$ cat src/verilog/rec_pkg.sv
// Overview of operation
// - Reference control bit 6 enables external reference monitor; resets to 0.
// - Reference control bit 5 bypasses positive reference buffer; resets to 0.
// - Reference control bit 4 bypasses negative reference buffer; resets to 1.
// - Bits 3:2 pick reference: first pair, second pair, internal, reserved.
// - Bits 1:0 internal reference: off, on but sleeps, always on, reserved.
// - Magnitude bits 3:0 set both excitation sources to one common value.
// - Codes 1 to 9 give 10 to 2000 uA; 0 and above 9 off.
// - Magnitude register at 06h, reset 00h, upper four bits reserved.
// - Routing register at 07h, reset FFh, both outputs disconnected.
// - Reference control register at 05h, reset 10h, bit 7 reserved.
`default_nettype none

package rec_pkg;

    localparam int REC_ADDR_W = 8;
    localparam int REC_DATA_W = 32;
    localparam int REC_UA_W   = 12;

    localparam logic [5:0] REC_IDX_REF    = 6'h05;
    localparam logic [5:0] REC_IDX_MAG    = 6'h06;
    localparam logic [5:0] REC_IDX_ROUTE  = 6'h07;
    localparam logic [5:0] REC_IDX_STATUS = 6'h10;

    localparam logic [7:0] REC_RST_REF   = 8'h10;
    localparam logic [7:0] REC_RST_MAG   = 8'h00;
    localparam logic [7:0] REC_RST_ROUTE = 8'hff;

    localparam int REC_BIT_REF_RSVD = 7;
    localparam int REC_BIT_MON      = 6;
    localparam int REC_BIT_PBUF     = 5;
    localparam int REC_BIT_NBUF     = 4;
    localparam int REC_SEL_LSB      = 2;
    localparam int REC_CON_LSB      = 0;
    localparam int REC_MAG_LSB      = 0;
    localparam int REC_ROUTE1_LSB   = 0;
    localparam int REC_ROUTE2_LSB   = 4;

    localparam logic [3:0] REC_MAG_RSVD_MASK = 4'hf;

    typedef enum logic [1:0] {
        REC_SEL_FIRST    = 2'h0,
        REC_SEL_SECOND   = 2'h1,
        REC_SEL_INTERNAL = 2'h2,
        REC_SEL_RESERVED = 2'h3
    } rec_refsel_t;

    typedef enum logic [1:0] {
        REC_CON_OFF      = 2'h0,
        REC_CON_ON_SLEEP = 2'h1,
        REC_CON_ALWAYS   = 2'h2,
        REC_CON_RESERVED = 2'h3
    } rec_refcon_t;

    localparam int REC_ST_REF_ON    = 0;
    localparam int REC_ST_SEL_RSVD  = 1;
    localparam int REC_ST_CON_RSVD  = 2;
    localparam int REC_ST_SRC_NOREF = 3;
    localparam int REC_ST_INT_BUF   = 4;
    localparam int REC_ST_RSVD_SET  = 5;
    localparam int REC_ST_SRC_ON    = 6;

    localparam logic [1:0] REC_RESP_OKAY   = 2'h0;
    localparam logic [1:0] REC_RESP_SLVERR = 2'h2;

    typedef enum logic {
        REC_RD_IDLE = 1'b0,
        REC_RD_RESP = 1'b1
    } rec_rd_state_t;

endpackage : rec_pkg

`default_nettype wire

$ cat src/verilog/rec_regbus_if.sv
`default_nettype none

interface rec_regbus_if;
    import rec_pkg::*;

    logic                    wr_en;
    logic [REC_ADDR_W-1:0]   wr_addr;
    logic [REC_DATA_W-1:0]   wr_data;
    logic [REC_DATA_W/8-1:0] wr_strb;
    logic                    wr_ok;
    logic [REC_ADDR_W-1:0]   rd_addr;
    logic [REC_DATA_W-1:0]   rd_data;
    logic                    rd_ok;

    modport slave (output wr_en, wr_addr, wr_data, wr_strb, rd_addr,
                   input  wr_ok, rd_data, rd_ok);
    modport bank  (input  wr_en, wr_addr, wr_data, wr_strb, rd_addr,
                   output wr_ok, rd_data, rd_ok);

endinterface : rec_regbus_if

`default_nettype wire

$ cat src/verilog/rec_idac_decode.sv
`default_nettype none

module rec_idac_decode
    import rec_pkg::*;
(
    input  wire logic [3:0]          code,
    output logic      [REC_UA_W-1:0] microamps,
    output logic                     active
);

    always_comb begin
        case (code)
            4'h1:    microamps = 12'd10;
            4'h2:    microamps = 12'd50;
            4'h3:    microamps = 12'd100;
            4'h4:    microamps = 12'd250;
            4'h5:    microamps = 12'd500;
            4'h6:    microamps = 12'd750;
            4'h7:    microamps = 12'd1000;
            4'h8:    microamps = 12'd1500;
            4'h9:    microamps = 12'd2000;
            default: microamps = 12'd0;
        endcase
        active = (microamps != 12'd0);
    end

endmodule : rec_idac_decode

`default_nettype wire

$ cat src/verilog/rec_axil_slave.sv
`default_nettype none

module rec_axil_slave
    import rec_pkg::*;
(
    input  wire logic                    clk,
    input  wire logic                    srst,
    input  wire logic [REC_ADDR_W-1:0]   s_axi_awaddr,
    input  wire logic                    s_axi_awvalid,
    output logic                         s_axi_awready,
    input  wire logic [REC_DATA_W-1:0]   s_axi_wdata,
    input  wire logic [REC_DATA_W/8-1:0] s_axi_wstrb,
    input  wire logic                    s_axi_wvalid,
    output logic                         s_axi_wready,
    output logic [1:0]                   s_axi_bresp,
    output logic                         s_axi_bvalid,
    input  wire logic                    s_axi_bready,
    input  wire logic [REC_ADDR_W-1:0]   s_axi_araddr,
    input  wire logic                    s_axi_arvalid,
    output logic                         s_axi_arready,
    output logic [REC_DATA_W-1:0]        s_axi_rdata,
    output logic [1:0]                   s_axi_rresp,
    output logic                         s_axi_rvalid,
    input  wire logic                    s_axi_rready,
    rec_regbus_if.slave                  bus
);

    logic                    aw_held_reg, aw_held_next;
    logic                    w_held_reg,  w_held_next;
    logic [REC_ADDR_W-1:0]   addr_reg,    addr_next;
    logic [REC_DATA_W-1:0]   data_reg,    data_next;
    logic [REC_DATA_W/8-1:0] strb_reg,    strb_next;
    logic                    bvalid_next, awready_next, wready_next;
    logic [1:0]              bresp_next,  rresp_next;
    rec_rd_state_t           rd_state_reg, rd_state_next;
    logic [REC_DATA_W-1:0]   rdata_next;
    logic                    fire;

    // Write fires once both halves are held and no response is pending
    assign fire        = aw_held_reg & w_held_reg & ~s_axi_bvalid;
    assign bus.wr_en   = fire;
    assign bus.wr_addr = addr_reg;
    assign bus.wr_data = data_reg;
    assign bus.wr_strb = strb_reg;
    assign bus.rd_addr = s_axi_araddr;

    always_comb begin
        aw_held_next = aw_held_reg | (s_axi_awvalid & s_axi_awready);
        w_held_next  = w_held_reg | (s_axi_wvalid & s_axi_wready);
        addr_next    = (s_axi_awvalid & s_axi_awready) ? s_axi_awaddr : addr_reg;
        data_next    = (s_axi_wvalid & s_axi_wready) ? s_axi_wdata : data_reg;
        strb_next    = (s_axi_wvalid & s_axi_wready) ? s_axi_wstrb : strb_reg;
        bvalid_next  = s_axi_bvalid & ~s_axi_bready;
        bresp_next   = s_axi_bresp;
        if (fire) begin
            aw_held_next = 1'b0;
            w_held_next  = 1'b0;
            bvalid_next  = 1'b1;
            bresp_next   = bus.wr_ok ? REC_RESP_OKAY : REC_RESP_SLVERR;
        end
        awready_next = ~aw_held_next & ~bvalid_next;
        wready_next  = ~w_held_next & ~bvalid_next;
    end

    always_comb begin
        rd_state_next = rd_state_reg;
        rdata_next    = s_axi_rdata;
        rresp_next    = s_axi_rresp;
        case (rd_state_reg)
            REC_RD_IDLE: begin
                if (s_axi_arvalid) begin
                    rd_state_next = REC_RD_RESP;
                    rdata_next    = bus.rd_ok ? bus.rd_data : '0;
                    rresp_next    = bus.rd_ok ? REC_RESP_OKAY : REC_RESP_SLVERR;
                end
            end
            REC_RD_RESP: begin
                if (s_axi_rready) begin
                    rd_state_next = REC_RD_IDLE;
                end
            end
            default: rd_state_next = REC_RD_IDLE;
        endcase
    end

    always_ff @(posedge clk) begin
        if (srst) begin
            aw_held_reg   <= 1'b0;
            w_held_reg    <= 1'b0;
            addr_reg      <= '0;
            data_reg      <= '0;
            strb_reg      <= '0;
            s_axi_awready <= 1'b1;
            s_axi_wready  <= 1'b1;
            s_axi_bvalid  <= 1'b0;
            s_axi_bresp   <= REC_RESP_OKAY;
            rd_state_reg  <= REC_RD_IDLE;
            s_axi_arready <= 1'b1;
            s_axi_rvalid  <= 1'b0;
            s_axi_rdata   <= '0;
            s_axi_rresp   <= REC_RESP_OKAY;
        end else begin
            aw_held_reg   <= aw_held_next;
            w_held_reg    <= w_held_next;
            addr_reg      <= addr_next;
            data_reg      <= data_next;
            strb_reg      <= strb_next;
            s_axi_awready <= awready_next;
            s_axi_wready  <= wready_next;
            s_axi_bvalid  <= bvalid_next;
            s_axi_bresp   <= bresp_next;
            rd_state_reg  <= rd_state_next;
            s_axi_arready <= (rd_state_next == REC_RD_IDLE);
            s_axi_rvalid  <= (rd_state_next == REC_RD_RESP);
            s_axi_rdata   <= rdata_next;
            s_axi_rresp   <= rresp_next;
        end
    end

endmodule : rec_axil_slave

`default_nettype wire

$ cat src/verilog/rec_ref_excite_cfg.sv
`default_nettype none

module rec_ref_excite_cfg
    import rec_pkg::*;
(
    input  wire logic                    clk,
    input  wire logic                    srst,
    input  wire logic [REC_ADDR_W-1:0]   s_axi_awaddr,
    input  wire logic [2:0]              s_axi_awprot,
    input  wire logic                    s_axi_awvalid,
    output logic                         s_axi_awready,
    input  wire logic [REC_DATA_W-1:0]   s_axi_wdata,
    input  wire logic [REC_DATA_W/8-1:0] s_axi_wstrb,
    input  wire logic                    s_axi_wvalid,
    output logic                         s_axi_wready,
    output logic [1:0]                   s_axi_bresp,
    output logic                         s_axi_bvalid,
    input  wire logic                    s_axi_bready,
    input  wire logic [REC_ADDR_W-1:0]   s_axi_araddr,
    input  wire logic [2:0]              s_axi_arprot,
    input  wire logic                    s_axi_arvalid,
    output logic                         s_axi_arready,
    output logic [REC_DATA_W-1:0]        s_axi_rdata,
    output logic [1:0]                   s_axi_rresp,
    output logic                         s_axi_rvalid,
    input  wire logic                    s_axi_rready,
    input  wire logic                    power_down_request,
    output logic                         ext_ref_monitor_enable,
    output logic                         pos_ref_buffer_bypass,
    output logic                         neg_ref_buffer_bypass,
    output logic [1:0]                   reference_select,
    output logic                         ref_use_first_pair,
    output logic                         ref_use_second_pair,
    output logic                         ref_use_internal,
    output logic [1:0]                   internal_ref_control,
    output logic                         internal_ref_powered,
    output logic [3:0]                   excitation_magnitude_code,
    output logic [REC_UA_W-1:0]          current_source_one_ua,
    output logic [REC_UA_W-1:0]          current_source_two_ua,
    output logic                         current_sources_active,
    output logic [3:0]                   current_source_one_route,
    output logic [3:0]                   current_source_two_route
);

    localparam logic [REC_ADDR_W-1:0] ADDR_REF    = {REC_IDX_REF, 2'b00};
    localparam logic [REC_ADDR_W-1:0] ADDR_MAG    = {REC_IDX_MAG, 2'b00};
    localparam logic [REC_ADDR_W-1:0] ADDR_ROUTE  = {REC_IDX_ROUTE, 2'b00};
    localparam logic [REC_ADDR_W-1:0] ADDR_STATUS = {REC_IDX_STATUS, 2'b00};

    rec_regbus_if bus ();

    rec_axil_slave u_slave (
        .clk           (clk),
        .srst          (srst),
        .s_axi_awaddr  (s_axi_awaddr),
        .s_axi_awvalid (s_axi_awvalid),
        .s_axi_awready (s_axi_awready),
        .s_axi_wdata   (s_axi_wdata),
        .s_axi_wstrb   (s_axi_wstrb),
        .s_axi_wvalid  (s_axi_wvalid),
        .s_axi_wready  (s_axi_wready),
        .s_axi_bresp   (s_axi_bresp),
        .s_axi_bvalid  (s_axi_bvalid),
        .s_axi_bready  (s_axi_bready),
        .s_axi_araddr  (s_axi_araddr),
        .s_axi_arvalid (s_axi_arvalid),
        .s_axi_arready (s_axi_arready),
        .s_axi_rdata   (s_axi_rdata),
        .s_axi_rresp   (s_axi_rresp),
        .s_axi_rvalid  (s_axi_rvalid),
        .s_axi_rready  (s_axi_rready),
        .bus           (bus)
    );

    // Stored register images
    logic [7:0] ref_reg,   ref_next;
    logic [7:0] mag_reg,   mag_next;
    logic [7:0] route_reg, route_next;
    logic [7:0] status_now;

    // Field views of the stored images
    rec_refsel_t sel_now;
    rec_refcon_t con_now;
    logic [3:0]  code_now;
    logic        ref_on_now;
    logic [REC_UA_W-1:0] ua_now;
    logic        src_on_now;
    logic        lane0;

    // Next values of the registered outputs
    logic              mon_next, pbuf_next, nbuf_next;
    logic [1:0]        sel_next, con_next;
    logic              first_next, second_next, internal_next, powered_next;
    logic [3:0]        code_next, route1_next, route2_next;
    logic [REC_UA_W-1:0] ua_next;
    logic              active_next;

    assign sel_now  = rec_refsel_t'(ref_reg[REC_SEL_LSB +: 2]);
    assign con_now  = rec_refcon_t'(ref_reg[REC_CON_LSB +: 2]);
    assign code_now = mag_reg[REC_MAG_LSB +: 4];
    assign lane0    = bus.wr_strb[0];

    rec_idac_decode u_decode (
        .code      (code_now),
        .microamps (ua_now),
        .active    (src_on_now)
    );

    // Internal source: sleeping code drops out while the converter is powered down
    always_comb begin
        case (con_now)
            REC_CON_ON_SLEEP: ref_on_now = ~power_down_request;
            REC_CON_ALWAYS:   ref_on_now = 1'b1;
            default:          ref_on_now = 1'b0;
        endcase
    end

    // Read-only summary of the block's own state and host mistakes
    always_comb begin
        status_now = 8'h00;
        status_now[REC_ST_REF_ON]    = ref_on_now;
        status_now[REC_ST_SEL_RSVD]  = (sel_now == REC_SEL_RESERVED);
        status_now[REC_ST_CON_RSVD]  = (con_now == REC_CON_RESERVED);
        status_now[REC_ST_SRC_NOREF] = src_on_now & ~ref_on_now;
        status_now[REC_ST_INT_BUF]   = (sel_now == REC_SEL_INTERNAL)
                                     & ~(ref_reg[REC_BIT_PBUF]
                                         & ref_reg[REC_BIT_NBUF]);
        status_now[REC_ST_RSVD_SET]  = ref_reg[REC_BIT_REF_RSVD]
                                     | ((mag_reg[7:4] & REC_MAG_RSVD_MASK) != 4'h0);
        status_now[REC_ST_SRC_ON]    = src_on_now;
    end

    // Register write path; only byte lane 0 carries register data
    always_comb begin
        ref_next   = ref_reg;
        mag_next   = mag_reg;
        route_next = route_reg;
        bus.wr_ok  = 1'b1;
        case (bus.wr_addr)
            ADDR_REF: begin
                if (bus.wr_en && lane0) begin
                    ref_next = bus.wr_data[7:0];
                end
            end
            ADDR_MAG: begin
                if (bus.wr_en && lane0) begin
                    mag_next = bus.wr_data[7:0];
                end
            end
            ADDR_ROUTE: begin
                if (bus.wr_en && lane0) begin
                    route_next = bus.wr_data[7:0];
                end
            end
            default: bus.wr_ok = 1'b0;
        endcase
    end

    // Register read path; upper bits read as zero
    always_comb begin
        bus.rd_data = '0;
        bus.rd_ok   = 1'b1;
        case (bus.rd_addr)
            ADDR_REF:    bus.rd_data[7:0] = ref_reg;
            ADDR_MAG:    bus.rd_data[7:0] = mag_reg;
            ADDR_ROUTE:  bus.rd_data[7:0] = route_reg;
            ADDR_STATUS: bus.rd_data[7:0] = status_now;
            default:     bus.rd_ok        = 1'b0;
        endcase
    end

    always_ff @(posedge clk) begin
        if (srst) begin
            ref_reg   <= REC_RST_REF;
            mag_reg   <= REC_RST_MAG;
            route_reg <= REC_RST_ROUTE;
        end else begin
            ref_reg   <= ref_next;
            mag_reg   <= mag_next;
            route_reg <= route_next;
        end
    end

    // Output values, one cycle behind the register images
    always_comb begin
        mon_next      = ref_reg[REC_BIT_MON];
        pbuf_next     = ref_reg[REC_BIT_PBUF];
        nbuf_next     = ref_reg[REC_BIT_NBUF];
        sel_next      = sel_now;
        con_next      = con_now;
        first_next    = (sel_now == REC_SEL_FIRST);
        second_next   = (sel_now == REC_SEL_SECOND);
        internal_next = (sel_now == REC_SEL_INTERNAL);
        powered_next  = ref_on_now;
        code_next     = code_now;
        ua_next       = ua_now;
        active_next   = src_on_now;
        route1_next   = route_reg[REC_ROUTE1_LSB +: 4];
        route2_next   = route_reg[REC_ROUTE2_LSB +: 4];
    end

    always_ff @(posedge clk) begin
        if (srst) begin
            ext_ref_monitor_enable    <= REC_RST_REF[REC_BIT_MON];
            pos_ref_buffer_bypass     <= REC_RST_REF[REC_BIT_PBUF];
            neg_ref_buffer_bypass     <= REC_RST_REF[REC_BIT_NBUF];
            reference_select          <= REC_RST_REF[REC_SEL_LSB +: 2];
            ref_use_first_pair        <= 1'b1;
            ref_use_second_pair       <= 1'b0;
            ref_use_internal          <= 1'b0;
            internal_ref_control      <= REC_RST_REF[REC_CON_LSB +: 2];
            internal_ref_powered      <= 1'b0;
            excitation_magnitude_code <= REC_RST_MAG[REC_MAG_LSB +: 4];
            current_source_one_ua     <= '0;
            current_source_two_ua     <= '0;
            current_sources_active    <= 1'b0;
            current_source_one_route  <= REC_RST_ROUTE[REC_ROUTE1_LSB +: 4];
            current_source_two_route  <= REC_RST_ROUTE[REC_ROUTE2_LSB +: 4];
        end else begin
            ext_ref_monitor_enable    <= mon_next;
            pos_ref_buffer_bypass     <= pbuf_next;
            neg_ref_buffer_bypass     <= nbuf_next;
            reference_select          <= sel_next;
            ref_use_first_pair        <= first_next;
            ref_use_second_pair       <= second_next;
            ref_use_internal          <= internal_next;
            internal_ref_control      <= con_next;
            internal_ref_powered      <= powered_next;
            excitation_magnitude_code <= code_next;
            current_source_one_ua     <= ua_next;
            current_source_two_ua     <= ua_next;
            current_sources_active    <= active_next;
            current_source_one_route  <= route1_next;
            current_source_two_route  <= route2_next;
        end
    end

endmodule : rec_ref_excite_cfg

`default_nettype wire

$ cat config.mk
export PLATFORM = sky130hd
export DESIGN_NAME = rec_ref_excite_cfg
export DESIGN_NICKNAME = d
export VERILOG_FILES = /design/src/verilog/rec_pkg.sv /design/src/verilog/rec_regbus_if.sv /design/src/verilog/rec_idac_decode.sv /design/src/verilog/rec_axil_slave.sv /design/src/verilog/rec_ref_excite_cfg.sv
export SDC_FILE = /design/constraint.sdc
export NUM_CORES = 1
export LEC_CHECK = 0
export BUFFER_PORTS_ARGS = -buffer_cell sky130_fd_sc_hd__buf_4
export CAP_MARGIN = 20
export CORE_UTILIZATION = 45
export DETAILED_ROUTE_END_ITERATION = 7
export MAX_ROUTING_LAYER = met4
export PLACE_DENSITY = 0.75
export SETUP_SLACK_MARGIN = 0.5
export SYNTH_ARGS = -nofsm -noshare
export SYNTH_HDL_FRONTEND = slang
export SYNTH_SLANG_ARGS = --single-unit
$ cat constraint.sdc
create_clock -name clk -period 2.9 [get_ports clk]
set_clock_uncertainty 0.15 [all_clocks]
set_input_delay 0.29 -clock clk [delete_from_list [all_inputs] [get_ports clk]]
set_output_delay 0.29 -clock clk [all_outputs]
set_load 0.005 [all_outputs]
### Word level (Yosys, flattened, before mapping)

Memories as Yosys holds them, arrays and structs flattened. A register that Yosys moved wholly into a read port is not among the register bits.
Cells that the tools add are included.

* equality and inequality tests: 13
* bitwise gates (word level): 23
* mux-type cells: 15
* reductions and logical operators: 10

Operators with widths (number)
* 8-bit by 5-bit equality test with 1-bit output, second input constant: 6
* 8-bit case mux with 4 select lines: 1
* 12-bit nonzero test: 1
* 1-bit bitwise AND: 10
* 1-bit NOT: 10
* 2-bit equality test, second input constant: 4
* 8-bit by 7-bit equality test with 1-bit output, second input constant: 1
* 4-bit two-way mux: 2
* 8-bit two-way mux: 1
* 2-bit AND reduction: 4
* 1-bit two-way mux: 7
* 2-bit by 1-bit equality test with 1-bit output, second input constant: 2
* 2-bit two-way mux: 2
* 1-bit case mux with 2 select lines: 2
* 4-bit nonzero test: 1
* 4-bit OR reduction: 1
* 1-bit OR: 3
* 3-bit OR reduction: 1
* 2-bit logical NOT: 1
* 1-bit logical AND: 1

* bits in registers: 120
* memory bits (read-only): 160
* output and inout bits: 89
* memories kept: 1

Memory list
* (no name shown): words 16, bits a word 10, rd ports 1, clocked after Yosys merged registers in 1, wr ports 0, RTL line rec_idac_decode.sv:12 `case (code)`

### Depth between registers and ports, before layout

Gate-level depths: netlist (run 1).

* word-level depth: 6
* mapped depth: 9

### Cells and area by module

A second synthesis (run 1) with hierarchy kept.

* cells, all modules: 660
* area total of the unflattened synthesis: 5924.4 um^2

Modules (own cells, without submodules)
* rec_axil_slave: area each 3225.6 um^2, times used 1, cells an instance 378
* rec_ref_excite_cfg: area each 2446.1 um^2, times used 1, cells an instance 245
* rec_idac_decode: area each 252.7 um^2, times used 1, cells an instance 37

### Worst setup path before layout (run 1)

No wires, ideal clock.

* path kind: flip-flop to flip-flop
* start: reg u_slave.addr_reg[5], in the netlist u_slave.bus.wr_addr[5]
* end: reg u_decode.microamps[2] (netlist name)
* clock period less this slack: 2.307 ns
* path buffers: 1
* data arrival time: 2.064 ns
* stages on the path, launching flop included: 9
* slack: 0.593 ns
* setup time: 0.092 ns
* data required time: 2.658 ns
* cell sequence: dfxtp_1 > nor4b_4 > nand4_2 > buf_6 > mux2i_1 > nor2_1 > ha_1 > o211a_1 > o32ai_1

* longest elaborated chain between the ends: 4

Ends and longest elaborated chain
* start, declared: RTL line rec_axil_slave.sv:30 `logic [REC_ADDR_W-1:0] addr_reg, addr_next;`
* start signal, assigned: RTL line rec_axil_slave.sv:105 `addr_reg <= addr_next;`
* 8-bit by 5-bit equality test with 1-bit output: RTL line rec_ref_excite_cfg.sv:139 `case (bus.wr_addr)`
* 2-bit AND reduction (no source line)
* 4-bit two-way mux (no source line) (2 in a row)

No other way between the ends.
A chain may end at the register's enable or synchronous reset.

### Worst setup path in the final report (run 1)

* start: reg u_slave.addr_reg[5], in the netlist u_slave.bus.wr_addr[5]
* end: reg u_decode.microamps[2] (netlist name)

* longest elaborated chain between the ends: 4

Ends and longest elaborated chain (RTL line)
* 8-bit by 5-bit equality test with 1-bit output: rec_ref_excite_cfg.sv:139
* 2-bit AND reduction (no source line)
* 4-bit two-way mux (no source line) (2 in a row)

No other way between the ends.

==> flow_summary.toml, run 1 <==
[run]
maxCapViolCount = 0

[detailed_routing]
ant_nets = 0
firstDrtPassIters = 4
via_per_inst = 4.976
routedWlPerCell_um = 13.40
wirelength_um = 9043
drc_errors = 0
vias = 3359
drt_iter0_drc = 179

[clock_tree]
cts.sinks = 102
clockRootBuffer = "clkbuf_8"
cts-htree-levels = 3
holdBufCountCts = 0
clockBufferDepth = 2
numCtsBuffers = 9
clkLatencyLatePin_ns = 0.36
cts_tree = "yes"
clkTransAtPathRegs_ns = 0.09

[critical_path]
cp.depth = 7
critPathTopFamily = "simple AND/OR/NAND/NOR gates"
criticalPathCategory = "reg2reg"
reg2reg_depth = 7
cp.buffers_inverters = 1
cp.arrival_ns = 2.47
worst_ep_required_time_ns = 3.01
cp_slowest_cell = "nor4b_4"
worstPathMaxFanout = 4
critical_path.max_stage_delay_ns = 0.37
crit_chain = "nor4b_4 > nand4_4 > mux2i_4 > buf_4 > ha_4 > o211a_1 > o32ai_1"
crit_path_end_kind = "flop"
crit_path_start_kind = "flop"

[finish]
regArea_sq_mm = 0.002042
final_nets = 615
multi_input_area_sq_mm = 0.001978
instances_no_fill = 675
syn2layout_area_growth_pct = 20.58
final_cell_area_sq_mm = 0.005205
n_antenna_cell = 0
fillers = 847
drive_gt1_share_pct = 28.39

[grt]
grt_usage_pct = 18.81
grt_max_degree = 42
grt_antenna_before_repair = 0
grt_pass1_vias = 2997
grt_pass1_wl_um = 14360
overflow = 0

[worst_hold_path]
holdPathStages = 3
hold_path_class = "in2reg"

[floorplan]
coreArea_sq_mm = 0.009284
die_area_sq_mm = 0.009988
die_x_um = 99.94
start_util_pct = 46.50
rows = 35
die_h_um = 99.94
io_pins = 155

[placement]
gp_congestion = 0.8419
numPortBuffers = 91
placed_cells = 653
placed_area_sq_mm = 0.004876
hpwl_um = 6425

[sta]
rsz0062_at_grt = "yes"
slew_viol_final = 0
fin_setup_tns_ns = 0
finalSetupViolCount = 0
hold_ws_ns = 0.01862
max_freq_ghz = 0.4235
fin_crit_ns = 2.361
worstMarginPinSlew_ns = 0.6364
slew_headroom_pct = 56.97
min_period_over_period_pct = 81.42
hold_viol_final = 0

[synth]
yosysWarningCount = 0
ys_seq_area_share_pct = 47.30
syn_avg_cell_area_sq_um = 9.224
syn_inst = 468
yosys.cell_types.count = 56
synth-edff-count = 0
ys_ff_latch = 102
ys.flop_type = "dfxtp_1"
syn_area_sq_mm = 0.004317
synthArstFlopShare_pct = 0

[power]
leakage_nw = 2.232
p_total_mw = 2.589
p_per_area_mw_per_mm2 = 497.3
ir_drop_uv = 206.3

[outcome]
status = "finished, final reports clean"
[repair_timing]
item / in CTS / in global routing
endpoints found under the setup margin: 7 / 5
pin swaps: 2 / 4
buffers inserted: 3 / 3
resized for setup: 2 / 11
cloned: 0 / 0
endpoints found under the hold margin: 0 / 0
[routing by layer]
layer	GRT usage, %	vias up	wire, um
li1	-	1689	-
met1	24.23	1506	4061
met2	29.55	150	4278
met3	2.507	14	560
met4	8.371	0	143
met5	-	-	0
[layout by cell type, fill, tap and decap left out, drive strengths merged, types with 2 or more instances in the layout]
cell type and instances:
a211oi 2, a21oi 29, a22o 7, a22oi 7, and4 2, buf 101
clkbuf 14, conb 30, dfxtp 102, ha 8, inv 11, mux2 10
mux2i 10, nand2 37, nand2b 5, nand3 35, nand4 5, nor2 30
nor2b 25, nor3 3, nor4 2, nor4b 2, o211a 3, o211ai 2
o21ai 21, o22ai 4, o32ai 4, or2 11, or4 4, xnor2 2
[cells in the mapped netlist (all sizes together) (11+ instances only)]
master	number	area, sq um
nand3	35	175.2
a21oi	29	145.1
buf	46	340.3
dfxtp	102	2042
clkbuf	22	83.83
inv	11	41.29
or2	11	68.82
nor2b	25	156.4
o21ai	21	105.1
nor2	30	112.6
nand2	37	138.9
[per-stage QoR]
stage	util, %	worst slack, ns
after floorplan	-	0.5933
after global placement	52.52	0.3054
after detailed placement	52.52	0.2160
after CTS	55.27	0.5008
after global routing	56.06	0.4390
final	56.06	0.5388
[cell type report]
cell class,count,area share (%)
clock buffers,14,3.510
clock inverters,2,0.7212
inverters,12,0.8654
multi-input cells,315,38.00
flip-flops and latches,102,39.23
well taps,129,3.101
repair buffers,101,14.57
[report_power, final]
| group | internal (mW) | total (mW) | switching, mW | leakage [nW] |
|---|---|---|---|---|
| logic | 0.0817 | 0.187 | 0.105 | 1.30 |
| registers | 1.43 | 1.46 | 0.0330 | 0.827 |
| clock network | 0.494 | 0.939 | 0.445 | 0.109 |
[path summary, 6_finish.rpt]
path                                              from                        to  slack (ns)
worst min-delay path                      s_axi_rready     u_slave.s_axi_arready        0.02
worst max register to register  u_slave.bus.wr_addr[5]     u_decode.microamps[2]        0.54
worst min register to register   u_decode.microamps[7]  current_source_two_ua[7]        0.31
worst max-delay path            u_slave.bus.wr_addr[5]     u_decode.microamps[2]        0.54
[logic make-up after synthesis]
family	count (synthesis)	share of synthesized area, %
AND/OR/NAND/NOR	166	20.26
multiplexers	20	5.304
XOR/XNOR	2	0.4059
adder cells (fa/ha/maj)	8	2.319
other	1	0.08687
AO/OA/AOI/OAI	89	13.45
flip-flops	102	47.30
buffers and inverters	80	10.87
[worst reg2reg max path, stage by stage (launching register included)]
cell,delay [ns]
dfxtp_1,0.34
nor4b_4,0.37
nand4_4,0.22
mux2i_4,0.26
buf_4,0.19
ha_4,0.25
o211a_1,0.23
o32ai_1,0.26
Power figures use the tool's default switching activity.
==> run 2: changes to the inputs <==
==> constraint.sdc (replaced) <==
create_clock -name clk -period 2.3 [get_ports clk]
set_clock_uncertainty 0.15 [all_clocks]
set_input_delay 0.23 -clock clk [delete_from_list [all_inputs] [get_ports clk]]
set_output_delay 0.23 -clock clk [all_outputs]
set_load 0.005 [all_outputs]
==> flow_summary.toml, run 2 (same netlist as run 1, synthesis figures left out) <==
[detailed_routing]
drt_iter0_drc = 197
firstDrtPassIters = 5
drc_errors = 0
routedWlPerCell_um = 14.13
via_per_inst = 5.092
wirelength_um = 10160
vias = 3661
ant_nets = 0

[clock_tree]
clkTransAtPathRegs_ns = 0.09
clockBufferDepth = 2
cts-htree-levels = 3
clkLatencyLatePin_ns = 0.37
clockRootBuffer = "clkbuf_8"
numCtsBuffers = 9
cts_tree = "yes"
cts.sinks = 102

[finish]
fillers = 768
instances_no_fill = 719
n_antenna_cell = 0
drive_gt1_share_pct = 35.76
mostFrequentLayoutCells = "buf_4 (114), dfxtp_1 (100), nand2_1 (37)"
final_nets = 659
final_common_cell = "buf_4"
syn2layout_area_growth_pct = 34.55

[power]
seq_power_share_pct = 56.7
p_int_mw = 2.477
switching_share_pct = 23.98
pwr-share-comb_pct = 9.1
p_per_area_mw_per_mm2 = 561.0
leakage_nw = 2.464
switching_power_mw = 0.7814
ir_drop_uv = 287.6
p_clk_share_pct = 34.2

[sta]
worstMarginPinSlew_ns = 0.7394
max_freq_ghz = 0.4364
hold_viol_final = 0
finalWorstSetupSlack_ns = 0.008504
slew_viol_final = 0
fin_crit_ns = 2.291
rsz0062_at_grt = "yes"
min_period_over_period_pct = 99.63
finalSetupViolCount = 0
slew_headroom_pct = 50.65

[grt]
grt_pass1_vias = 3290
grt_usage_pct = 20.50
grt_antenna_before_repair = 0
grt_pass1_wl_um = 15530
grt_max_degree = 25
overflow = 0

[placement]
numPortBuffers = 91
pre_cts_ws_ns = -0.08295
placed_cells = 672
gp_congestion = 0.9013
hpwl_um = 6721

[floorplan]
io_pins = 155
die_x_um = 99.94
rows = 35
start_util_pct = 46.50
die_area_sq_mm = 0.009988
coreArea_sq_mm = 0.009284
die_h_um = 99.94

[critical_path]
worst_ep_required_time_ns = 2.40
crit_chain = "nor4b_4 > nand4_4 > buf_4 > buf_6 > buf_6 > buf_4 > mux2i_4 > a2111oi_4"
cp_slowest_cell = "nor4b_4"
criticalPathCategory = "reg2reg"
worstPathMaxFanout = 6
crit_path_start_kind = "flop"
cp.arrival_ns = 2.40
critical_path.max_stage_delay_ns = 0.35
crit_path_end_kind = "flop"

[worst_hold_path]
hold_path_class = "in2reg"

[outcome]
status = "finished, final reports clean"

[run]
maxCapViolCount = 0
-- run 2: changes by cell type in the layout (fill, tap and decap cells not counted), sizes merged --
cell / change
clkinvlp: +1
clkbuf: -3
clkinv: +2
buf: +22
dlygate4sd3: +22
-- run 2: cell type report --
cell class / count / area [sq um] / share of cell area, %
clock inverters: 5 / 58.81 / 1.012
inverters: 12 / 45.04 / 0.7755
clock buffers: 11 / 141.4 / 2.434
flip-flops and latches: 102 / 2044 / 35.20
multi-input cells: 315 / 2176 / 37.46
repair buffers: 145 / 1181 / 20.34
well taps: 129 / 161.4 / 2.779
-- run 2: timing repair --
| item | 4_1_cts | 5_1_grt |
|---|---|---|
| endpoints found under the hold margin | 20 | 2 |
| setup endpoints to repair | 14 | 34 |
| hold buffers | 19 | 3 |
| pin swaps | 8 | 9 |
| setup buffers | 7 | 2 |
| gates resized for setup | 24 | 49 |
-- run 2: worst paths after layout --
| kind | start | endpoint | slack [ns] | depth (start not counted) |
|---|---|---|---|---|
| setup / recovery | u_slave.bus.wr_addr[7] | u_decode.microamps[5] | 0.009 | 8 |
| hold / removal | s_axi_awvalid | u_slave.bus.wr_addr[7] | 0.03 | 3 |
| setup reg to reg | u_slave.bus.wr_addr[7] | u_decode.microamps[5] | 0.009 | 8 |
| hold reg to reg | ref_reg[1] | internal_ref_control[1] | 0.31 | 2 |
-- run 2: worst max-delay path, delay by kind of cell, from the launching register on --
family / cells / cell delay (ns)
compound gates: 1 / 0.34
mux: 1 / 0.24
simple gates: 2 / 0.55
flops: 1 / 0.34
buf+inv: 4 / 0.56
-- run 2: routing by layer --
metal  up-vias  wire length [um]  track usage [%]
met5         -                 0                -
met4         0               284            9.615
met3        35               523            3.412
met2       156              4909            33.00
met1      1691              4439            25.19
li1       1779                 -                -
-- run 2: stage by stage --
step | power, mW | hold WS (ns) | setup TNS (ns) | instance area [sq um] | util (%)
6_report | 3.259 | 0.02694 | 0 | 5808 | 62.56
3_3_place_gp | 2.124 | 0.2961 | -0.02933 | 5035 | 54.23
4_1_cts | 3.255 | 0.001075 | 0 | 5602 | 60.34
3_5_place_dp | 2.132 | 0.2991 | -0.08295 | 5035 | 54.23
5_1_grt | 3.381 | 0.03271 | -0.3323 | 5808 | 62.56
2_1_floorplan | 2.053 | 0.2160 | 0 | 4442 | -
-- run 2: power by group through the flow --
| stage | Sequential [mW] | Combinational (mW) | Clock [mW] |
|---|---|---|---|
| 3_5_place_dp | 1.88 | 0.249 | 0 |
| 6_report | 1.85 | 0.296 | 1.12 |
| 4_1_cts | 1.84 | 0.280 | 1.13 |
| 3_3_place_gp | 1.88 | 0.243 | 0 |
| 2_1_floorplan | 1.87 | 0.187 | 0 |
| 5_1_grt | 1.85 | 0.325 | 1.20 |
